===== src/sfe_pkg.sv =====
package sfe_pkg;

  // Array geometry
  localparam int ARRAY_BYTES = 16777216;
  localparam int SECTOR_BYTES = 262144;
  localparam int PAGE_BYTES = 256;
  localparam int SECTOR_COUNT = 64;
  localparam int ADDR_W = 24;
  localparam int SECTOR_LSB = 18;
  localparam int PAGE_COL_W = 8;

  // Opcode set
  localparam logic [7:0] OP_WRITE_ENABLE = 8'h06;
  localparam logic [7:0] OP_WRITE_DISABLE = 8'h04;
  localparam logic [7:0] OP_READ_IDENT = 8'h9F;
  localparam logic [7:0] OP_STATUS_READ = 8'h05;
  localparam logic [7:0] OP_STATUS_WRITE = 8'h01;
  localparam logic [7:0] OP_ARRAY_READ = 8'h03;
  localparam logic [7:0] OP_FAST_READ = 8'h0B;
  localparam logic [7:0] OP_PAGE_WRITE = 8'h02;
  localparam logic [7:0] OP_SECTOR_WIPE = 8'hD8;
  localparam logic [7:0] OP_WHOLE_WIPE = 8'hC7;

  // Frame lengths in whole bytes, opcode included
  localparam int BYTE_CNT_W = 10;
  localparam logic [9:0] BYTE_CNT_MAX = 10'h3FF;
  localparam logic [9:0] LEN_OPCODE_ONLY = 10'h001;
  localparam logic [9:0] LEN_STATUS_WRITE = 10'h002;
  localparam logic [9:0] LEN_ADDR_END = 10'h003;
  localparam logic [9:0] LEN_SECTOR_WIPE = 10'h004;
  localparam logic [9:0] LEN_PAGE_MIN = 10'h005;
  localparam logic [9:0] LEN_IDENT = 10'h003;
  localparam logic [2:0] BIT_LAST = 3'h7;

  // Status byte layout
  localparam int ST_WIP = 0;
  localparam int ST_WEL = 1;
  localparam int ST_BP_LSB = 2;
  localparam int ST_BP_MSB = 4;
  localparam int ST_SRWD = 7;
  localparam logic [2:0] BP_RESET = 3'h0;
  localparam logic SRWD_RESET = 1'b0;
  localparam logic [7:0] IDENT_PAST_END = 8'h00;

  // Protection arithmetic
  localparam logic [6:0] SECTOR_TOTAL = 7'h40;
  localparam logic [6:0] ONE_SECTOR = 7'h01;

  typedef enum logic [2:0] {
    PH_IDLE,
    PH_OPCODE,
    PH_ADDR,
    PH_DUMMY,
    PH_DATA_IN,
    PH_DATA_OUT,
    PH_IGNORE
  } sfe_phase_e;

endpackage


===== src/sfe_front_end.sv =====
`timescale 1ns/1ns
// How it works
// Array is 16M bytes, 64 sectors, 256-byte pages
// Program per page only; erase per sector or whole
// Sector n starts at n times 40000h
// All bytes travel most significant bit first
// First eight rising-edge bits form the opcode
// Master starts each transaction with one opcode
// Read-type opcodes stream data until select rises
// Modifying instructions need whole-byte framing at deselect
// Array access ignored while an internal cycle runs
// 03h reads, 0Bh fast reads with dummy byte
// 02h page program, D8h sector wipe, C7h bulk
// 9Fh ident, 05h status read, 01h status write
// Framed 06h sets the write enable latch
// Master sends write enable before each modify
// Framed 04h clears the write enable latch
// Latch cleared at reset and after modify completion
// Ident gives maker, type, capacity bytes in order
// Ident output changes on falling clock edges
// Ident opcode ignored during program or erase
// Deselect returns to standby until next select
// Latch clear refuses status write, program, erase
// Bulk erase needs all block protection bits zero
// Unknown opcode ignored, output stays undriven
// Three address bytes form one 24-bit address
module sfe_front_end
  import sfe_pkg::*;
#(
  parameter logic [7:0] IDENT_MAKER = 8'hA5, // Arbitrary value
  parameter logic [7:0] IDENT_TYPE = 8'h5A, // Arbitrary value
  parameter logic [7:0] IDENT_CAPACITY = 8'h3C // Arbitrary value
) (
  input wire logic core_clk, // System clock, 100 MHz
  input wire logic nrst, // Asynchronous reset, active low
  input wire logic selN, // Chip select pin, active low
  input wire logic sclk, // Serial clock pin from master
  input wire logic mosi, // Serial data in pin
  output logic miso, // Serial data out
  output logic misoOe, // Output enable for serial data out
  input wire logic cycleBusy, // Internal program/erase/status cycle running
  output logic [23:0] rdAddr, // Array read address
  input wire logic [7:0] rdData, // Array read data for rdAddr
  output logic pgmLoad, // Pulse: page buffer byte valid
  output logic [7:0] pgmCol, // Page column of the byte
  output logic [7:0] pgmByte, // Byte to load into page buffer
  output logic pageWriteStart, // Pulse: start page program cycle
  output logic sectorWipeStart, // Pulse: start sector erase cycle
  output logic wholeArrayWipeStart, // Pulse: start bulk erase cycle
  output logic statusWriteStart, // Pulse: start status write cycle
  output logic [23:0] cmdAddr, // Target address of modify command
  output logic writeEnableLatch, // Write enable latch state
  output logic [2:0] blockProtectionBits // Block protection setting
);

  logic selNS;
  logic sclkS;
  logic mosiS;
  logic selPrev_reg;
  logic sclkPrev_reg;
  logic busyPrev_reg;
  logic selFall;
  logic selRise;
  logic sclkRise;
  logic sclkFall;
  logic busyFall;
  sfe_phase_e phase_reg;
  logic [2:0] bitCnt_reg;
  logic [9:0] byteCnt_reg;
  logic [6:0] shiftIn_reg;
  logic [7:0] opcode_reg;
  logic [7:0] rxByte;
  logic byteDone;
  logic [23:0] addr_reg;
  logic [7:0] col_reg;
  logic [7:0] statusIn_reg;
  logic srwd_reg;
  logic welClrPending_reg;
  logic frameOk;
  logic execOk;
  logic [7:0] statusByte;
  logic [7:0] txByte;
  logic txLoad;
  logic txShift;
  logic txBit;

  // Protected when the sector sits in the top region the bits select
  function automatic logic sfeProtected(input logic [23:0] a, input logic [2:0] bp);
    logic [6:0] firstProt;
    firstProt = SECTOR_TOTAL - (ONE_SECTOR << (bp - 3'h1));
    return {1'b0, a[23:SECTOR_LSB]} >= firstProt;
  endfunction

  // Pins cross in through the filtered synchroniser
  sfe_pin_sync #(.RESET_VAL(1'b1)) selSync (
    .core_clk(core_clk),
    .nrst(nrst),
    .pinIn(selN),
    .pinClean(selNS)
  );

  sfe_pin_sync #(.RESET_VAL(1'b0)) sclkSync (
    .core_clk(core_clk),
    .nrst(nrst),
    .pinIn(sclk),
    .pinClean(sclkS)
  );

  sfe_pin_sync #(.RESET_VAL(1'b0)) mosiSync (
    .core_clk(core_clk),
    .nrst(nrst),
    .pinIn(mosi),
    .pinClean(mosiS)
  );

  // Edge history of the cleaned select and clock pins and the engine busy level
  always_ff @(posedge core_clk or negedge nrst) begin
    if (!nrst) begin
      selPrev_reg <= 1'b1;
      sclkPrev_reg <= 1'b0;
      busyPrev_reg <= 1'b0;
    end else begin
      selPrev_reg <= selNS;
      sclkPrev_reg <= sclkS;
      busyPrev_reg <= cycleBusy;
    end
  end

  // Clock edges count only while selected
  assign selFall = selPrev_reg && !selNS;
  assign selRise = !selPrev_reg && selNS;
  assign sclkRise = !sclkPrev_reg && sclkS && !selNS;
  assign sclkFall = sclkPrev_reg && !sclkS && !selNS;
  assign busyFall = busyPrev_reg && !cycleBusy;
  assign rxByte = {shiftIn_reg, mosiS};
  assign byteDone = sclkRise && (bitCnt_reg == BIT_LAST) && (phase_reg != PH_IDLE);

  // Bit and byte counting from the first rising edge after select
  always_ff @(posedge core_clk or negedge nrst) begin
    if (!nrst) begin
      bitCnt_reg <= 3'h0;
      byteCnt_reg <= 10'h000;
      shiftIn_reg <= 7'h00;
    end else if (selFall) begin
      bitCnt_reg <= 3'h0;
      byteCnt_reg <= 10'h000;
      shiftIn_reg <= 7'h00;
    end else if (sclkRise && phase_reg != PH_IDLE) begin
      shiftIn_reg <= rxByte[6:0];
      bitCnt_reg <= bitCnt_reg + 3'h1;
      if (bitCnt_reg == BIT_LAST && byteCnt_reg != BYTE_CNT_MAX) begin
        byteCnt_reg <= byteCnt_reg + 10'h001; // Saturates; long pages stay legal
      end
    end
  end

  // Opcode capture
  always_ff @(posedge core_clk or negedge nrst) begin
    if (!nrst) begin
      opcode_reg <= 8'h00;
    end else if (byteDone && phase_reg == PH_OPCODE) begin
      opcode_reg <= rxByte;
    end
  end

  // Phase sequencing through opcode, address, dummy and data
  always_ff @(posedge core_clk or negedge nrst) begin
    if (!nrst) begin
      phase_reg <= PH_IDLE;
    end else if (selFall) begin
      phase_reg <= PH_OPCODE;
    end else if (selRise) begin
      phase_reg <= PH_IDLE;
    end else if (byteDone) begin
      case (phase_reg)
        PH_OPCODE: begin
          case (rxByte)
            OP_ARRAY_READ, OP_FAST_READ: begin
              phase_reg <= cycleBusy ? PH_IGNORE : PH_ADDR;
            end
            OP_PAGE_WRITE, OP_SECTOR_WIPE: phase_reg <= PH_ADDR;
            OP_WHOLE_WIPE, OP_WRITE_ENABLE, OP_WRITE_DISABLE, OP_STATUS_WRITE: begin
              phase_reg <= PH_DATA_IN;
            end
            OP_STATUS_READ: phase_reg <= PH_DATA_OUT;
            OP_READ_IDENT: phase_reg <= cycleBusy ? PH_IGNORE : PH_DATA_OUT;
            default: phase_reg <= PH_IGNORE;
          endcase
        end
        PH_ADDR: begin
          if (byteCnt_reg == LEN_ADDR_END) begin
            case (opcode_reg)
              OP_ARRAY_READ: phase_reg <= PH_DATA_OUT;
              OP_FAST_READ: phase_reg <= PH_DUMMY;
              default: phase_reg <= PH_DATA_IN;
            endcase
          end
        end
        PH_DUMMY: phase_reg <= PH_DATA_OUT;
        default: phase_reg <= phase_reg; // Data phases run until deselect
      endcase
    end
  end

  // Address assembly, top byte first, and page column tracking
  always_ff @(posedge core_clk or negedge nrst) begin
    if (!nrst) begin
      addr_reg <= 24'h000000;
      col_reg <= 8'h00;
    end else if (byteDone && phase_reg == PH_ADDR) begin
      addr_reg <= {addr_reg[15:0], rxByte};
      col_reg <= rxByte;
    end else if (byteDone && phase_reg == PH_DATA_IN && opcode_reg == OP_PAGE_WRITE) begin
      col_reg <= col_reg + 8'h01; // Wraps inside the page
    end
  end

  // Page buffer feed and status byte capture
  always_ff @(posedge core_clk or negedge nrst) begin
    if (!nrst) begin
      pgmLoad <= 1'b0;
      pgmCol <= 8'h00;
      pgmByte <= 8'h00;
      statusIn_reg <= 8'h00;
    end else begin
      pgmLoad <= 1'b0;
      if (byteDone && phase_reg == PH_DATA_IN) begin
        if (opcode_reg == OP_PAGE_WRITE && !cycleBusy) begin
          pgmLoad <= 1'b1;
          pgmCol <= col_reg;
          pgmByte <= rxByte;
        end
        if (opcode_reg == OP_STATUS_WRITE && byteCnt_reg == LEN_OPCODE_ONLY) begin
          statusIn_reg <= rxByte;
        end
      end
    end
  end

  // Deselect on a byte boundary with the exact length for the opcode, or five bytes or more for page program
  always_comb begin
    case (opcode_reg)
      OP_PAGE_WRITE: frameOk = byteCnt_reg >= LEN_PAGE_MIN;
      OP_SECTOR_WIPE: frameOk = byteCnt_reg == LEN_SECTOR_WIPE;
      OP_STATUS_WRITE: frameOk = byteCnt_reg == LEN_STATUS_WRITE;
      OP_WHOLE_WIPE, OP_WRITE_ENABLE, OP_WRITE_DISABLE: frameOk = byteCnt_reg == LEN_OPCODE_ONLY;
      default: frameOk = 1'b0;
    endcase
  end

  assign execOk = selRise && phase_reg == PH_DATA_IN && bitCnt_reg == 3'h0 && frameOk;

  // Modify command launch; engine busy or a clear latch refuses it
  always_ff @(posedge core_clk or negedge nrst) begin
    if (!nrst) begin
      pageWriteStart <= 1'b0;
      sectorWipeStart <= 1'b0;
      wholeArrayWipeStart <= 1'b0;
      statusWriteStart <= 1'b0;
      cmdAddr <= 24'h000000;
    end else begin
      pageWriteStart <= 1'b0;
      sectorWipeStart <= 1'b0;
      wholeArrayWipeStart <= 1'b0;
      statusWriteStart <= 1'b0;
      if (execOk && writeEnableLatch && !cycleBusy) begin
        cmdAddr <= addr_reg;
        case (opcode_reg)
          OP_PAGE_WRITE: pageWriteStart <= !sfeProtected(addr_reg, blockProtectionBits);
          OP_SECTOR_WIPE: sectorWipeStart <= !sfeProtected(addr_reg, blockProtectionBits);
          OP_WHOLE_WIPE: wholeArrayWipeStart <= blockProtectionBits == 3'h0;
          OP_STATUS_WRITE: statusWriteStart <= 1'b1;
          default: cmdAddr <= addr_reg;
        endcase
      end
    end
  end

  // Status bits taken in when a status write is launched
  always_ff @(posedge core_clk or negedge nrst) begin
    if (!nrst) begin
      blockProtectionBits <= BP_RESET;
      srwd_reg <= SRWD_RESET;
    end else if (execOk && writeEnableLatch && !cycleBusy && opcode_reg == OP_STATUS_WRITE) begin
      blockProtectionBits <= statusIn_reg[ST_BP_MSB:ST_BP_LSB];
      srwd_reg <= statusIn_reg[ST_SRWD];
    end
  end

  // Write enable latch; modify cycles clear it when the engine finishes
  always_ff @(posedge core_clk or negedge nrst) begin
    if (!nrst) begin
      writeEnableLatch <= 1'b0;
      welClrPending_reg <= 1'b0;
    end else begin
      if (pageWriteStart || sectorWipeStart || wholeArrayWipeStart || statusWriteStart) begin
        welClrPending_reg <= 1'b1;
      end else if (busyFall) begin
        welClrPending_reg <= 1'b0;
      end
      // A write enable landing on the cycle end wins over the clear
      if (execOk && opcode_reg == OP_WRITE_ENABLE) begin
        writeEnableLatch <= 1'b1;
      end else if (busyFall && welClrPending_reg) begin
        writeEnableLatch <= 1'b0;
      end else if (execOk && opcode_reg == OP_WRITE_DISABLE) begin
        writeEnableLatch <= 1'b0;
      end
    end
  end

  assign statusByte = {srwd_reg, 2'h0, blockProtectionBits, writeEnableLatch, cycleBusy};

  // Outgoing byte for the current read-type opcode
  always_comb begin
    case (opcode_reg)
      OP_STATUS_READ: txByte = statusByte;
      OP_READ_IDENT: begin
        case (byteCnt_reg)
          LEN_OPCODE_ONLY: txByte = IDENT_MAKER;
          LEN_STATUS_WRITE: txByte = IDENT_TYPE;
          LEN_IDENT: txByte = IDENT_CAPACITY;
          default: txByte = IDENT_PAST_END;
        endcase
      end
      default: txByte = rdData;
    endcase
  end

  // Output moves on falling edges; a new byte loads at each byte boundary
  assign txLoad = sclkFall && phase_reg == PH_DATA_OUT && bitCnt_reg == 3'h0;
  assign txShift = sclkFall && phase_reg == PH_DATA_OUT;

  // Read address loads from the header and steps as each byte is loaded for sending
  always_ff @(posedge core_clk or negedge nrst) begin
    if (!nrst) begin
      rdAddr <= 24'h000000;
    end else if (byteDone && phase_reg == PH_ADDR && byteCnt_reg == LEN_ADDR_END) begin
      rdAddr <= {addr_reg[15:0], rxByte};
    end else if (txLoad && (opcode_reg == OP_ARRAY_READ || opcode_reg == OP_FAST_READ)) begin
      rdAddr <= rdAddr + 24'h000001; // Wraps at the top of the array
    end
  end

  sfe_tx_shifter txShifter (
    .core_clk(core_clk),
    .nrst(nrst),
    .loadEn(txLoad),
    .shiftEn(txShift),
    .loadByte(txByte),
    .serialOut(txBit)
  );

  // Drive the line only in an output phase; idle and ignored frames float
  always_ff @(posedge core_clk or negedge nrst) begin
    if (!nrst) begin
      misoOe <= 1'b0;
      miso <= 1'b1;
    end else begin
      misoOe <= !selNS && phase_reg == PH_DATA_OUT;
      miso <= txBit;
    end
  end

endmodule


===== src/sfe_pin_sync.sv =====
`timescale 1ns/1ns
module sfe_pin_sync #(
  parameter logic RESET_VAL = 1'b0
) (
  input wire logic core_clk, // System clock
  input wire logic nrst, // Asynchronous reset, active low
  input wire logic pinIn, // Raw pin level
  output logic pinClean // Filtered level
);

  logic stage1_reg;
  logic stage2_reg;
  logic stage3_reg;

  // Three flops; the first feeds only the second to contain metastability
  always_ff @(posedge core_clk or negedge nrst) begin
    if (!nrst) begin
      stage1_reg <= RESET_VAL;
      stage2_reg <= RESET_VAL;
      stage3_reg <= RESET_VAL;
    end else begin
      stage1_reg <= pinIn;
      stage2_reg <= stage1_reg;
      stage3_reg <= stage2_reg;
    end
  end

  // A change is taken only once the last two stages agree
  always_ff @(posedge core_clk or negedge nrst) begin
    if (!nrst) begin
      pinClean <= RESET_VAL;
    end else if (stage2_reg == stage3_reg) begin
      pinClean <= stage3_reg;
    end
  end

endmodule


===== src/sfe_tx_shifter.sv =====
`timescale 1ns/1ns
module sfe_tx_shifter (
  input wire logic core_clk, // System clock
  input wire logic nrst, // Asynchronous reset, active low
  input wire logic loadEn, // Load a fresh byte
  input wire logic shiftEn, // Advance one bit
  input wire logic [7:0] loadByte, // Byte to send
  output logic serialOut // Current output bit
);

  logic [7:0] shift_reg;

  // Byte goes out top bit first; idle line rests high
  always_ff @(posedge core_clk or negedge nrst) begin
    if (!nrst) begin
      shift_reg <= 8'hFF;
    end else if (loadEn) begin
      shift_reg <= loadByte;
    end else if (shiftEn) begin
      shift_reg <= {shift_reg[6:0], 1'b1};
    end
  end

  assign serialOut = shift_reg[7];

endmodule


===== config.mk =====
export PLATFORM = sky130hd
export DESIGN_NAME = sfe_front_end
export DESIGN_NICKNAME = d
export VERILOG_FILES = /design/src/sfe_pkg.sv /design/src/sfe_front_end.sv /design/src/sfe_pin_sync.sv /design/src/sfe_tx_shifter.sv
export SDC_FILE = /design/constraint.sdc
export NUM_CORES = 1
export LEC_CHECK = 0
export BUFFER_PORTS_ARGS = -buffer_cell sky130_fd_sc_hd__buf_2
export CELL_PAD_IN_SITES_DETAIL_PLACEMENT = 1
export CELL_PAD_IN_SITES_GLOBAL_PLACEMENT = 2
export CORE_AREA = 2 2 149 151
export CTS_CLUSTER_SIZE = 14
export DETAILED_ROUTE_END_ITERATION = 10
export DIE_AREA = 0 0 151 153
export HOLD_SLACK_MARGIN = 0.05
export PLACE_DENSITY = 0.75
export SYNTH_ARGS = -nofsm -noshare
export SYNTH_HDL_FRONTEND = slang
export SYNTH_HIERARCHICAL = 1
export SYNTH_SLANG_ARGS = --single-unit

===== constraint.sdc =====
create_clock -name core_clk -period 2.81 [get_ports core_clk]
set_input_delay 0.4215 -clock core_clk [delete_from_list [all_inputs] [get_ports core_clk]]
set_output_delay 0.4215 -clock core_clk [all_outputs]
set_load 0.02 [all_outputs]

==> flow_summary.json, run 1 <==
{
  "die_area_sq_um": 23100,
  "fin_crit_sh_pct": 92.4,
  "syn_nets": 796,
  "rows": 54,
  "fin_util_pct": 43.9,
  "worstSetupPathType": "reg -> reg",
  "yosysWarnings": 6,
  "yosys.area.top_type_share_pct": 47.5,
  "clock-root-buffer": "clkbuf_16",
  "timing.fmax_ghz": 0.385,
  "syn2layout_area_growth_pct": 17.1,
  "power_leakage_nw": 4.60,
  "remaining_drc_errors": 0,
  "drv_slew": 0,
  "cts_hold_buf": 1,
  "fp.coreArea_sq_um": 21500,
  "fillers": 2407,
  "via_per_inst": 5.39,
  "met1Wirelength_mm": 10.5,
  "yosysTopAreaCell": "dfrtp_1",
  "via_count": 6178,
  "rsz0062_at_grt": "no",
  "dp.cells": 1114,
  "clk_pin_slew_worst_paths_ns": 0.07,
  "cp.required_ns": 3.12,
  "synth.distinct_cells": 70,
  "final_antenna_net_count": 0,
  "arrival_ns": 2.91,
  "avgRoutedWirePerCell_microns": 19.2,
  "synth_edf_count": 0,
  "fin_skew_ns": 0.0124,
  "start_util_pct": 37.5,
  "hold_path_end": "mosiSync/stage1_reg$_DFF_PN0_",
  "slew_headroom_pct": 25.7,
  "die-height_microns": 153,
  "hold_class": "in -> reg",
  "fin_crit_ns": 2.60,
  "clockBufferDepth": 2,
  "gp_congestion": 0.811,
  "track_usage_pct": 20.0,
  "synthArstFlopShare_pct": 100,
  "startpoint_type": "flip-flop",
  "timing.rr.start": "byteCnt_reg[0]$_DFFE_PN0P_",
  "first_pass_iters": 4,
  "finalSetupTns_ns": 0,
  "regArea_sq_um": 4200,
  "io_buffers": 88,
  "antenna_found_initial": 0,
  "endpoint_kind": "flip-flop",
  "r2r_end": "cmdAddr[11]$_DFFE_PN0P_",
  "cts_resized": 0,
  "reg2reg_depth": 7,
  "ir_worst_vdd_v": 0.000336,
  "grt_pass1_wl_mm": 36.1,
  "globalRoute.totalOverflow": 0,
  "synth_area_leaders": "dfrtp_1 (48%), nand2_1 (6.0%), dfstp_2 (4.6%), mux2_2 (4.3%), mux2_4 (3.0%)",
  "drt-total-wl_mm": 22.0,
  "dr_wl_met3_microns": 602,
  "antenna_cells": 0,
  "clk_latency_ns": 0.43,
  "finalHoldViolations": 0,
  "wl_met2_mm": 10.6,
  "status": "completed",
  "worst_pin_slew_ns": 1.11,
  "worstHoldStart": "mosi",
  "hold_depth": 1,
  "synthFlopType": "dfrtp_1",
  "multiInputGateArea_sq_um": 3600,
  "crit_fanout": 28,
  "io_pins": 89,
  "grt_pass1_vias": 6610,
  "routed.top_layer": "met4",
  "cap_violations": 0,
  "clkSinkCount": 167,
  "power_density_nw_per_um2": 557,
  "yosysSeqAreaShare_pct": 52.1,
  "nNetsFinal": 887,
  "p_total_mw": 5.26,
  "syn_area_sq_um": 8060,
  "htree_levels": 4,
  "synth_seq_cells": 167,
  "grt_max_degree": 60,
  "avgSynthCellArea_sq_um": 10.6,
  "cts_made_buffers": 17,
  "r2r_slack_ns": 0.21,
  "drtIter0Drc": 252,
  "tritoncts": "done",
  "drive_above_1_share_pct": 25.3,
  "die_w_microns": 151,
  "finalSetupViolCount": 0,
  "hpwlAfterDp_mm": 16.0,
  "fin_cells": 1147,
  "post-cts-setup-buffers": 0,
  "post_synth_inst_count": 763
}
[cell usage in the layout, fill, tap and decap left out, types with 4 or more instances in the layout]
cell type and instances:
nor3_1 13, o21ai_1 7, mux2_2 31, o21ai_0 35, mux2i_1 16, a22oi_1 9
a211oi_1 4, dfstp_2 14, and3_1 7, ha_1 19, or4_1 5, nand3_1 27
dfrtp_1 153, clkinv_4 4, mux2_4 16, buf_2 87, nor2b_1 7, nor3b_1 8
clkbuf_16 17, xnor2_1 18, a21oi_1 19, buf_4 22, nor2_1 43, o211ai_1 7
inv_1 21, nand2_1 128, mux2_1 9, nor4_1 14, or3_1 6, nand4_1 19
nand4b_1 5, o211a_1 4
[through the flow]
stage	hold WS (ns)	worst slack [ns]	area, sq um
3_3_place_gp	0.332	0.329	8860
3_5_place_dp	0.340	0.215	8860
4_1_cts	0.0756	0.200	9440
6_report	0.0944	0.214	9440
5_1_grt	0.0772	0.0686	9440
2_1_floorplan	0.126	0.378	8060
[cell type report]
class,instances,area share [%]
well taps,280,3.71
multi-input cells,534,38.2
flip-flops and latches,167,44.5
clock buffers,19,4.69
clock inverters,13,1.26
inverters,22,0.875
repair buffers,112,6.80
[worst max-delay path, cell delays in order (launching register included)]
cell and delay (ns):
dfrtp_1 0.44, inv_1 0.11, ha_1 0.24, nor2b_1 0.16, nand4_1 0.12, a31oi_2 0.13, o21ai_4 0.86, mux2_1 0.41
[kinds of logic (layout without fill, tap and decap cells)]
family | after synthesis | after routing | synth area share [%]
flops | 167 | 167 | 52.1
mux | 72 | 72 | 10.6
buf+inv | 62 | 166 | 3.28
compound gates | 114 | 114 | 9.35
xor+xnor | 20 | 20 | 2.17
fa+ha+maj | 22 | 22 | 3.37
simple gates | 306 | 306 | 19.2
[worst max-delay path by stage]
stage / from / endpoint / slack (ns) / cells past startpoint
after global placement: byteCnt_reg[3]$_DFFE_PN0P_ / cmdAddr[17]$_DFFE_PN0P_ / 0.33 / 4
final: byteCnt_reg[0]$_DFFE_PN0P_ / cmdAddr[11]$_DFFE_PN0P_ / 0.21 / 7
after floorplan: blockProtectionBits[0]$_DFFE_PN0P_ / pageWriteStart$_DFF_PN0_ / 0.38 / 12
after detailed placement: byteCnt_reg[0]$_DFFE_PN0P_ / cmdAddr[11]$_DFFE_PN0P_ / 0.21 / 7
after CTS: byteCnt_reg[0]$_DFFE_PN0P_ / cmdAddr[11]$_DFFE_PN0P_ / 0.20 / 7
after global routing: byteCnt_reg[0]$_DFFE_PN0P_ / cmdAddr[11]$_DFFE_PN0P_ / 0.07 / 7
[synthesized netlist by cell type, drive strengths merged (4+ instances only)]
master  number
inv         22
mux2i       16
dfstp       14
nand4b       5
or4          5
a21oi       19
and3         7
a211oi       4
nor3        14
nand3       27
mux2        56
nand2      128
a22oi        9
o211a        4
nor3b        8
nor2b        7
dfrtp      153
nor4        15
clkbuf      34
o21ai       43
buf          6
ha          19
xnor2       18
nor4b        5
or3          6
o211ai       7
nor2        43
nand4       19
[per-layer routing]
layer / global-route usage (%) / vias to the layer above
li1: - / 2910
met1: 27.6 / 3152
met2: 32.4 / 95
met3: 3.19 / 21
met4: 6.28 / 0
met5: 0 / -
[power breakdown]
part	internal (mW)	switching (mW)	leakage, nW
logic	0.155	0.225	2.08
registers	2.56	0.107	2.26
clock network	1.18	1.04	0.267
total	3.89	1.37	4.60
(Power assumes the default switching activity.)
==> run 2, diff against run 1 <==
Settings changed: BUFFER_PORTS_ARGS -buffer_cell sky130_fd_sc_hd__buf_2 to -buffer_cell sky130_fd_sc_hd__buf_4, CORE_AREA 2 2 149 151 to 2 2 155 157, DIE_AREA 0 0 151 153 to 0 0 157 159, PLACE_DENSITY 0.75 to 0.73.
Clock period 2.81 ns to 2.2 ns, I/O delays scaled along.
==> run 2 against run 1 <==
Critical endpoint is now cmdAddr[2]$_DFFE_PN0P_. Critical path type unchanged. Flip-flop and latch count is the same. Utilization rose by 1.0 points. Non-clock buffer count grew 60. Final cell count is 8.6% higher. Largest power group unchanged. Largest cell class unchanged. Cell area is 11% higher. The run now ends with negative setup slack left. Clock power increased by 40%. Fmax is 17% higher.
==> flow_summary.json, run 2 (synthesis gave the netlist of run 1 again) <==
{
  "status": "finished with violations",
  "violations": "negative setup slack",
  "fin_util_pct": 45.0,
  "avgRoutedWirePerCell_microns": 19.3,
  "htree_levels": 4,
  "power_leakage_nw": 4.98,
  "worstSetupPathType": "reg -> reg",
  "crit_chain": "or4b_4 -> a2111o_1 -> a31oi_4 -> o21ai_4 -> clkbuf_16 -> mux2_4",
  "ir_worst_vdd_v": 0.000451,
  "clock-root-buffer": "clkbuf_16",
  "critPathBufInv": 1,
  "clockBufferDepth": 2,
  "clock_power_share_pct": 43.8,
  "p_comb_share_pct": 8.1,
  "grt_max_degree": 57,
  "holdWs_ns": 0.136,
  "p_total_mw": 7.07,
  "clk_latency_ns": 0.43,
  "clkSinkCount": 167,
  "finalSetupViolCount": 11,
  "finalSetupTns_ns": -0.140,
  "cpMaxStageDelayCell": "or4b_4",
  "antenna_found_initial": 0,
  "cts_made_buffers": 17,
  "grt_pass1_vias": 7047,
  "cap_violations": 0,
  "die_w_microns": 157,
  "slowest_delay_ns": 0.55,
  "drtIter0Drc": 259,
  "rsz0062_at_grt": "yes",
  "mostFrequentLayoutCell": "buf_4",
  "nNetsFinal": 947,
  "antenna_cells": 0,
  "drive_above_1_share_pct": 33.7,
  "via_count": 6469,
  "switching_share_pct": 25.6,
  "pwr-share-seq_pct": 48.1,
  "power_density_nw_per_um2": 678,
  "final.setup.worst_slack_ns": -0.0159,
  "gp_congestion": 0.842,
  "slew_headroom_pct": 54.4,
  "p_int_mw": 5.26,
  "io_pins": 89,
  "via_per_inst": 5.19,
  "finalHoldViolations": 0,
  "startpoint_type": "flip-flop",
  "drv_slew": 0,
  "first_pass_iters": 4,
  "arrival_ns": 2.52,
  "endpoint_kind": "flip-flop",
  "fin_crit_sh_pct": 101,
  "worst_pin_slew_ns": 0.685,
  "remaining_drc_errors": 0,
  "path_delay_family": "compound AO/OA/AOI/OAI gates",
  "hold_class": "in -> reg",
  "cp.required_ns": 2.51,
  "start_util_pct": 34.7,
  "tritoncts": "done",
  "final_antenna_net_count": 0,
  "fin_skew_ns": 0.0113,
  "io_buffers": 88,
  "clk_pin_slew_worst_paths_ns": 0.07,
  "p_switching_mw": 1.81,
  "die-height_microns": 159,
  "die_area_sq_um": 25000,
  "drt-total-wl_mm": 24.1,
  "timing.fmax_ghz": 0.451,
  "fp.coreArea_sq_um": 23200,
  "globalRoute.totalOverflow": 0,
  "hpwlAfterDp_mm": 17.5,
  "rows": 56,
  "fin_crit_ns": 2.22,
  "crit_fanout": 14,
  "grt_pass1_wl_mm": 38.7,
  "syn2layout_area_growth_pct": 29.4,
  "mostFrequentLayoutCells": "buf_4 (160), dfrtp_1 (147), nand2_1 (127), nor2_1 (39)",
  "track_usage_pct": 19.8
}
==> run 2: what timing repair did <==
action                                  CTS  global route
endpoints found under the setup margin   28            66
hold endpoints to repair                 54             0
buffers inserted                          7             5
hold buffers                              4             0
gates resized for setup                  11            29
pin swaps                                 9             7
cloned                                    0             1
==> run 2: area by class of cell <==
| type | count | area [sq um] |
|---|---|---|
| Tap cell | 319 | 399 |
| Inverter | 22 | 82.6 |
| Multi-Input combinational cell | 534 | 3750 |
| Sequential cell | 167 | 4200 |
| Clock buffer | 19 | 443 |
| Timing Repair Buffer | 172 | 1390 |
| Fill cell | 2568 | 12800 |
| Clock inverter | 13 | 160 |
==> run 2: routing by layer <==
layer / up-vias / GRT usage, % / wire (microns)
met5: - / 0 / 0
met4: 0 / 7.05 / 454
met3: 34 / 2.50 / 737
met2: 118 / 32.6 / 12000
li1: 3023 / - / -
met1: 3294 / 26.8 / 10900
==> run 2: per-stage QoR <==
stage	setup WS, ns	cell area [sq um]	cells
finish	-0.0159	10400	1246
CTS	-0.00515	10300	1240
global route	-0.108	10400	1246
floorplan	0.0000466	8100	763
global placement	-0.0708	9530	1197
detailed placement	-0.172	9530	1197
==> run 2: power groups by stage <==
| stage | Clock, mW | Sequential, mW | Combinational (mW) |
|---|---|---|---|
| floorplan | 0 | 3.41 | 0.321 |
| global placement | 0 | 3.44 | 0.545 |
| detailed placement | 0 | 3.45 | 0.569 |
| CTS | 3.18 | 3.40 | 0.581 |
| global route | 3.31 | 3.42 | 0.641 |
| finish | 3.10 | 3.40 | 0.570 |
==> run 2: final timing paths <==
path | from | endpoint | slack, ns | depth (start not counted)
min in group asynchronous | nrst | cmdAddr[8]$_DFFE_PN0P_ | 0.44 | 2
min reg2reg | sclkSync/stage1_reg$_DFF_PN0_ | sclkSync/stage2_reg$_DFF_PN0_ | 0.35 | 0
min | cycleBusy | busyPrev_reg$_DFF_PN0_ | 0.14 | 1
max | opcode_reg[5]$_DFFE_PN0P_ | cmdAddr[2]$_DFFE_PN0P_ | -0.02 | 6
max in group asynchronous | nrst | selSync/stage3_reg$_DFF_PN1_ | 1.01 | 3
max reg2reg | opcode_reg[5]$_DFFE_PN0P_ | cmdAddr[2]$_DFFE_PN0P_ | -0.02 | 6
